**src/hw/ioo_decode_defs.vh**
```
// Purpose: constants for the indexed offset operand decoder
// Assumes: 12-bit data address space, 16-bit opcodes
// Notes: included by both design files
`ifndef IOO_DECODE_DEFS_VH
`define IOO_DECODE_DEFS_VH
`define IOO_ADDR_W 12
`define IOO_OFFSET_MAX 8'h5F
`define IOO_ACCESS_SPLIT 8'h60
`define IOO_ACCESS_HIGH_BANK 4'hF
`define IOO_ZERO_BANK 4'h0
`define IOO_ADDR_RST 12'h000
`define IOO_BYTE_RST 8'h00
`define IOO_ALL_ONES 8'hFF
`define IOO_OP_ADD_IX 6'h09
`define IOO_OP_SET_ALL_IX 8'h68
`define IOO_OP_BIT_SET_IX 4'h8
`define IOO_F_ACCESS 8
`define IOO_F_DEST 9
`define IOO_F_FILE_HI 7
`define IOO_F_FILE_LO 0
`define IOO_F_OP_HI 15
`define IOO_F_ADD_LO 10
`define IOO_F_BSET_LO 12
`define IOO_F_SETALL_LO 8
`define IOO_F_BIT_HI 11
`define IOO_F_BIT_LO 9
`define IOO_FLAGS_RST 5'h00
`define IOO_BIT_ONE 8'h01
`define IOO_BYTE_HI 7
`define IOO_NIBBLE_HI 3
`define IOO_NIBBLE_CARRY 4
`define IOO_SIGN 7
`define IOO_CARRY 8
`define IOO_KIND_NONE 2'h0
`define IOO_KIND_ADD 2'h1
`define IOO_KIND_BSET 2'h2
`define IOO_KIND_SETALL 2'h3
`define IOO_FLAG_N 4
`define IOO_FLAG_OV 3
`define IOO_FLAG_Z 2
`define IOO_FLAG_DC 1
`define IOO_FLAG_C 0
`endif

```
**src/hw/ioo_addr_calc.v**
```verilog
// Purpose: combinational effective address for one file operand
// Assumes: pointer and bank inputs are stable within the cycle
// Notes: no state; main decoder registers the result
`timescale 1ns/1ps
`include "ioo_decode_defs.vh"
module ioo_addr_calc (
   input wire [7:0] fileField,
   input wire accessBit,
   input wire extendedSetEnable,
   input wire [11:0] indirectPointerTwo,
   input wire [3:0] bankSelectRegister,
   output reg [11:0] effAddr,
   output reg indexed
);
   function [11:0] accessBankAddr;
      input [7:0] f;
      begin
         if (f < `IOO_ACCESS_SPLIT) begin
            accessBankAddr = {`IOO_ZERO_BANK, f};
         end else begin
            accessBankAddr = {`IOO_ACCESS_HIGH_BANK, f};
         end
      end
   endfunction

   always @* begin
      indexed = extendedSetEnable && !accessBit && (fileField <= `IOO_OFFSET_MAX);
      if (accessBit) begin
         effAddr = {bankSelectRegister, fileField};
      end else if (indexed) begin
         // Wraps at the address width; pointer is never modified here
         effAddr = indirectPointerTwo + {`IOO_ZERO_BANK, fileField};
      end else begin
         effAddr = accessBankAddr(fileField);
      end
   end
endmodule

```
**src/hw/ioo_operand_decode.v**
```verilog
// Purpose: operand address decode and indexed forms of add, bit set and set all
// Assumes: one instruction per enabled cycle, memory read data valid with the opcode
// Notes: results registered; one cycle latency from opcode to outputs
// Contract
// - With the extension off the file field is a literal access-bank or banked location.
// - With the extension on and access bit 0, fields up to 5Fh are offsets added to pointer two.
// - Fields above 5Fh with access bit 0 keep their access-bank meaning.
// - Every byte and bit instruction with the access bit set uses the banked interpretation, never the indexed one.
// - A zero pointer makes indexed accesses hit the ordinary access-bank low locations.
// - One configuration bit enables both extended instructions and indexed addressing.
// - Pattern 0010 01d0 kkkk kkkk adds the working register to the byte at pointer plus offset.
// - The indexed add updates negative, overflow, carry, digit carry and zero.
// - The add result goes to the working register when d is 0, else back to memory.
// - Pattern 1000 bbb0 kkkk kkkk sets bit b of the indexed byte without touching flags.
// - Pattern 0110 1000 kkkk kkkk writes FFh to the indexed byte without touching flags.
`timescale 1ns/1ps
`include "ioo_decode_defs.vh"
module ioo_operand_decode (
   input wire clk,
   input wire rst,
   input wire ce,
   input wire opValid,
   input wire [15:0] opcode,
   input wire extendedSetEnable,
   input wire [11:0] indirectPointerTwo,
   input wire [3:0] bankSelectRegister,
   input wire [7:0] workingReg,
   input wire [7:0] memReadData,
   output reg [11:0] dataAddr,
   output reg indexedAccess,
   output reg destToFile,
   output reg [1:0] opKind,
   output reg [7:0] resultData,
   output reg writeWorking,
   output reg writeMem,
   output reg [4:0] flagsOut,
   output reg flagsUpdate
);
   localparam KIND_NONE = `IOO_KIND_NONE;
   localparam KIND_ADD = `IOO_KIND_ADD;
   localparam KIND_BSET = `IOO_KIND_BSET;
   localparam KIND_SETALL = `IOO_KIND_SETALL;

   wire accessBit = opcode[`IOO_F_ACCESS];
   wire destBit = opcode[`IOO_F_DEST];
   wire [7:0] fileField = opcode[`IOO_F_FILE_HI:`IOO_F_FILE_LO];
   wire [2:0] bitSelect = opcode[`IOO_F_BIT_HI:`IOO_F_BIT_LO];
   wire [5:0] addGroup = opcode[`IOO_F_OP_HI:`IOO_F_ADD_LO];
   wire [3:0] bitSetGroup = opcode[`IOO_F_OP_HI:`IOO_F_BSET_LO];
   wire [7:0] setAllGroup = opcode[`IOO_F_OP_HI:`IOO_F_SETALL_LO];
   wire [11:0] calcAddr;
   wire calcIndexed;
   wire isAdd;
   wire isBitSet;
   wire isSetAll;

   // Access bit sits at bit 8 for every byte and bit format, so one calculator serves all
   ioo_addr_calc ioo_addr_calc_inst (
      .fileField(fileField),
      .accessBit(accessBit),
      .extendedSetEnable(extendedSetEnable),
      .indirectPointerTwo(indirectPointerTwo),
      .bankSelectRegister(bankSelectRegister),
      .effAddr(calcAddr),
      .indexed(calcIndexed)
   );

   // Nine-bit sum keeps the carry out for the flag logic
   function [8:0] byteSum;
      input [7:0] x;
      input [7:0] y;
      begin
         byteSum = {1'b0, x} + {1'b0, y};
      end
   endfunction

   function [4:0] nibbleSum;
      input [3:0] x;
      input [3:0] y;
      begin
         nibbleSum = {1'b0, x} + {1'b0, y};
      end
   endfunction

   function [4:0] addFlags;
      input [7:0] x;
      input [7:0] y;
      reg [8:0] s;
      reg [4:0] h;
      begin
         s = byteSum(x, y);
         h = nibbleSum(x[`IOO_NIBBLE_HI:0], y[`IOO_NIBBLE_HI:0]);
         addFlags = `IOO_FLAGS_RST;
         addFlags[`IOO_FLAG_C] = s[`IOO_CARRY];
         addFlags[`IOO_FLAG_DC] = h[`IOO_NIBBLE_CARRY];
         addFlags[`IOO_FLAG_Z] = (s[`IOO_BYTE_HI:0] == `IOO_BYTE_RST);
         addFlags[`IOO_FLAG_N] = s[`IOO_SIGN];
         addFlags[`IOO_FLAG_OV] = (x[`IOO_SIGN] == y[`IOO_SIGN]) && (s[`IOO_SIGN] != x[`IOO_SIGN]);
      end
   endfunction

   function [7:0] bitMask;
      input [2:0] sel;
      begin
         bitMask = `IOO_BIT_ONE << sel;
      end
   endfunction

   reg [1:0] next_kind;
   reg [7:0] next_result;
   reg [4:0] next_flags;
   reg next_writeWorking;
   reg next_writeMem;
   reg next_flagsUpdate;
   wire [8:0] addSum = byteSum(workingReg, memReadData);

   // Only offset-qualified fields reach these forms; above 5Fh the ordinary op runs elsewhere
   assign isAdd = calcIndexed && (addGroup == `IOO_OP_ADD_IX);
   assign isBitSet = calcIndexed && !isAdd && (bitSetGroup == `IOO_OP_BIT_SET_IX);
   assign isSetAll = calcIndexed && !isAdd && !isBitSet && (setAllGroup == `IOO_OP_SET_ALL_IX);

   always @* begin
      next_kind = KIND_NONE;
      if (opValid) begin
         if (isAdd) begin
            next_kind = KIND_ADD;
         end else if (isBitSet) begin
            next_kind = KIND_BSET;
         end else if (isSetAll) begin
            next_kind = KIND_SETALL;
         end
      end
   end

   always @* begin
      next_result = `IOO_BYTE_RST;
      if (isAdd) begin
         next_result = addSum[`IOO_BYTE_HI:0];
      end else if (isBitSet) begin
         next_result = memReadData | bitMask(bitSelect);
      end else if (isSetAll) begin
         next_result = `IOO_ALL_ONES;
      end
   end

   always @* begin
      next_flags = `IOO_FLAGS_RST;
      if (isAdd) begin
         next_flags = addFlags(workingReg, memReadData);
      end
   end

   // Bit set and set all leave the flags alone, so only the add raises the flag strobe
   always @* begin
      next_writeWorking = 1'b0;
      next_writeMem = 1'b0;
      next_flagsUpdate = 1'b0;
      case (next_kind)
         KIND_ADD: begin
            next_writeWorking = !destBit;
            next_writeMem = destBit;
            next_flagsUpdate = 1'b1;
         end
         KIND_BSET: begin
            next_writeMem = 1'b1;
         end
         KIND_SETALL: begin
            next_writeMem = 1'b1;
         end
         default: begin
            next_writeMem = 1'b0;
         end
      endcase
   end

   // Reset does not wait for ce, so a stalled core still comes up clean
   always @(posedge clk) begin
      if (rst) begin
         dataAddr <= `IOO_ADDR_RST;
         indexedAccess <= 1'b0;
         destToFile <= 1'b0;
      end else if (ce) begin
         dataAddr <= calcAddr;
         indexedAccess <= opValid && calcIndexed;
         destToFile <= destBit;
      end
   end

   always @(posedge clk) begin
      if (rst) begin
         opKind <= KIND_NONE;
         resultData <= `IOO_BYTE_RST;
         flagsOut <= `IOO_FLAGS_RST;
      end else if (ce) begin
         opKind <= next_kind;
         resultData <= next_result;
         flagsOut <= next_flags;
      end
   end

   always @(posedge clk) begin
      if (rst) begin
         writeWorking <= 1'b0;
         writeMem <= 1'b0;
         flagsUpdate <= 1'b0;
      end else if (ce) begin
         writeWorking <= next_writeWorking;
         writeMem <= next_writeMem;
         flagsUpdate <= next_flagsUpdate;
      end
   end
endmodule

```
**config.mk**
```make
export PLATFORM = sky130hd
export DESIGN_NAME = ioo_operand_decode
export DESIGN_NICKNAME = d
export VERILOG_FILES = /design/src/hw/ioo_addr_calc.v /design/src/hw/ioo_operand_decode.v
export VERILOG_INCLUDE_DIRS = /design/src /design/src/hw
export SDC_FILE = /design/constraint.sdc
export NUM_CORES = 1
export LEC_CHECK = 0
export BUFFER_PORTS_ARGS = -buffer_cell sky130_fd_sc_hd__buf_2
export CORE_ASPECT_RATIO = 0.6
export CORE_MARGIN = 1.5
export CORE_UTILIZATION = 54
export DETAILED_ROUTE_END_ITERATION = 16
export PLACE_DENSITY_LB_ADDON = 0.1
export REMOVE_ABC_BUFFERS = 1
export SYNTH_ARGS = -nofsm -noshare
export SYNTH_HDL_FRONTEND = slang
export SYNTH_HIERARCHICAL = 1
export SYNTH_SLANG_ARGS = --single-unit
```
**constraint.sdc**
```tcl
create_clock -name clk -period 3.4 [get_ports clk]
set_input_delay 0.51 -clock clk [delete_from_list [all_inputs] [get_ports clk]]
set_output_delay 0.51 -clock clk [all_outputs]
set_load 0.02 [all_outputs]
```
==> results by group <==
Clocking
  – Clock Sinks: 32
  – CTS Buf Count: 5
  – Htree depth: 2
  – Post-CTS Setup Bufs: 0
  – CTS max path bufs: 2
  – Worst skew pair latency: 0.28 ns
  – Clk root buf: clkbuf_8
  – CTS resizes: 0
  – Hold_buf cts: 0
  – TritonCTS clock tree: built
  – Reg clk slew, reported paths: 0.06 ns

Layout
  – Final Cell Area: 2880 sq um
  – Layout Area Growth over Synthesis: 22.5%
  – Antenna Diode Count: 0
  – Layout Nets: 438
  – Non-filler cells, final: 427
  – Layout cells sized above 1: 28.9%
  – Utilization after layout: 69.4%

Worst setup path
  – Critical path class: in -> reg
  – Critical Path AT: 2.94 ns
  – CP Max Fanout: 18
  – CP required: 3.63 ns
  – Reg-to-reg endpoint: destToFile$_SDFFE_PP0P_
  – Reg2reg setup slack: 2.72 ns
  – Crit end category: flip-flop
  – Reg2reg start: destToFile$_SDFFE_PP0P_
  – Critical Path Source Type: input port
  – Reg2Reg Depth: 2

Timing
  – Worst rel slew slack: 37.1%
  – Minimum clock period: 2.71 ns
  – WHS: 0.458 ns
  – Setup-failing EPs final: 0
  – Fmax: 369 MHz
  – Tightest Pin Transition: 0.941 ns
  – RSZ-0062 raised after global routing: no
  – Final worst-path cycle share: 79.6%
  – Max-slew violations: 0
  – Final Hold Vio Count: 0
  – Final Skew: 0 ns
  – Worst setup margin: 0.692 ns
  – Setup TNS Final: 0 ns

Place
  – Post-DP HPWL: 5.08 mm
  – Final Wtd Congestion: 0.935
  – Post-DP Area: 2800 sq um
  – Inst Count DP: 420
  – Buffers added on ports: 84
  – Worst slack, placed: 0.493 ns

Pwr
  – Maximum VDD drop: 0.000226 V
  – Pwr dens: 332 nW/um^2
  – Leakage: 1.33 nW
  – Total Power: 0.955 mW

Global route
  – M2 GR Usage: 38.4%
  – Most Used Layer, Global Route: met1
  – M3 GR Usage: 7.98%
  – Met1 GRT Util: 44.4%
  – Largest net degree at the start of global routing: 30
  – GR Overflow Total: 0
  – Number of global-route vias before repair: 2115
  – First-pass GRT wire length: 10.2 mm
  – Initial antenna violation count: 0
  – Tot GR Track Use: 28.7%

Drt
  – 1st-iter DRT viols: 183
  – Post-DR vias/cell: 5.82
  – DR WL/cell: 15.4 um
  – Post-DRT Antenna Nets: 0
  – Drt pass-1 iters: 5
  – Via count: 2485
  – DRC viols: 0
  – Routed WL: 6.58 mm

Floorplanning
  – IO Pins: 85
  – Total Die Area: 4760 sq um
  – Initial core utilization: 56.6%
  – Die width: 88.1 um
  – Core Region: 4140 sq um
  – DIE HEIGHT: 54.1 um
  – Row Count: 18

Synthesis
  – Total number of yosys warnings: 6
  – Register bit total from synthesis: 32
  – Async SR Flop Fraction: 0%
  – EDFF count, synth: 0
  – Distinct cells, synth: 61
  – Post-Synthesis Cell Area: 2350 sq um
  – Main flop type after synthesis: dfxtp_1
  – Post-synthesis cell count: 285
  – Post-Syn Area per Cell: 8.24 sq um
  – Seq/Total Area, Yosys: 27.3%

Min path
  – Hold crit path type: reg -> reg
  – Hold Path Stages: 2
  – WHS Endpoint: resultData[7]$_SDFFE_PP0P_
  – Min-delay src: resultData[7]$_SDFFE_PP0P_

Status
  – Status: complete, no violations

Flow run
  – Max-cap violations: 0
cell families after synthesis:
family	share of synthesized area (%)
AO/OA/AOI/OAI	25.7
XOR/XNOR	4.48
adder cells (fa/ha/maj)	10.2
buffers and inverters	3.30
flip-flops	27.3
multiplexers	5.54
AND/OR/NAND/NOR	23.4
area by class of cell:
type	instances	area, sq um
timing repair buffer	84	420
tap	60	75.1
fill	371	1270
multi-input combinational	235	1630
clock inverter	1	5.00
inverter	9	33.8
clock buffer	6	72.6
sequential	32	641
critical path, stage by stage:
cell	delay [ns]
buf_2	0.13
a211oi_4	0.36
nand2_4	0.19
inv_1	0.33
nand2_1	0.20
or2_2	0.39
or3_1	0.32
nor4_1	0.27
nand4b_1	0.14
nand2_1	0.08
power by group:
group	switching, mW	leakage [nW]	internal [mW]
clock	0.140	0.0410	0.139
combinational	0.167	1.03	0.117
sequential	0.00579	0.260	0.386
total	0.313	1.33	0.642
cell usage after synthesis, types with 2 or more instances:
master / count / area share, %
nor2_1: 33 / 5.3
and3_1: 2 / 0.53
o21ai_0: 18 / 3.8
a22oi_1: 3 / 0.96
inv_1: 8 / 1.3
buf_1: 3 / 0.48
o211ai_2: 2 / 1.1
o211ai_1: 2 / 0.64
or4_1: 2 / 0.64
o21a_1: 3 / 0.96
o21ai_1: 6 / 1.3
xnor2_1: 6 / 2.2
a21boi_0: 2 / 0.64
nand3_1: 9 / 1.9
buf_2: 2 / 0.43
or2_2: 2 / 0.53
mux2i_1: 13 / 5.5
clkbuf_1: 3 / 0.48
o31ai_1: 2 / 0.64
nor3_1: 5 / 1.1
nand4_1: 4 / 1.1
fa_1: 2 / 1.7
a21o_1: 6 / 1.9
a211oi_1: 3 / 0.96
ha_1: 16 / 8.5
a221o_1: 3 / 1.3
nand2b_1: 3 / 0.80
nor2b_1: 5 / 1.3
xor2_1: 6 / 2.2
o22ai_1: 2 / 0.53
dfxtp_1: 32 / 27
a21oi_1: 20 / 4.3
nand2_1: 29 / 4.6
layer usage:
layer	vias up	part of all wire [%]
met5	-	0
met4	0	1.2
met3	16	11
met2	137	37
met1	1129	51
li1	1203	-
worst max-delay path by stage:
stage	startpoint	endpoint	slack, ns
after floorplan	opcode[6]	flagsOut[2]$_SDFFE_PP0P_	1.09
after global placement	opcode[6]	flagsOut[2]$_SDFFE_PP0P_	0.68
after detailed placement	opcode[6]	flagsOut[2]$_SDFFE_PP0P_	0.49
after CTS	opcode[6]	flagsOut[2]$_SDFFE_PP0P_	0.77
after global routing	opcode[6]	flagsOut[2]$_SDFFE_PP0P_	0.49
final	opcode[6]	flagsOut[2]$_SDFFE_PP0P_	0.69
sequential cells by signal, indices dropped and copies added, names as in the netlist:
register and cells:
writeMem 1, flagsOut 5, flagsUpdate 1, indexedAccess 1
opKind 2, writeWorking 1, destToFile 1, dataAddr 12
resultData 8
cell usage in the layout (no fill, tap or decap), types with 5 or more instances in the layout:
cell and n:
xor2_1 6, xnor2_1 6, ha_1 16, a21oi_1 20, nand3_1 9, nand2_1 29, nor2_1 33, buf_2 84
nor3_1 5, nor2b_1 5, o21ai_1 6, mux2i_1 13, a21o_1 6, inv_1 8, o21ai_0 18, dfxtp_1 32
clkbuf_8 5
Power figures use the tool's default switching activity.
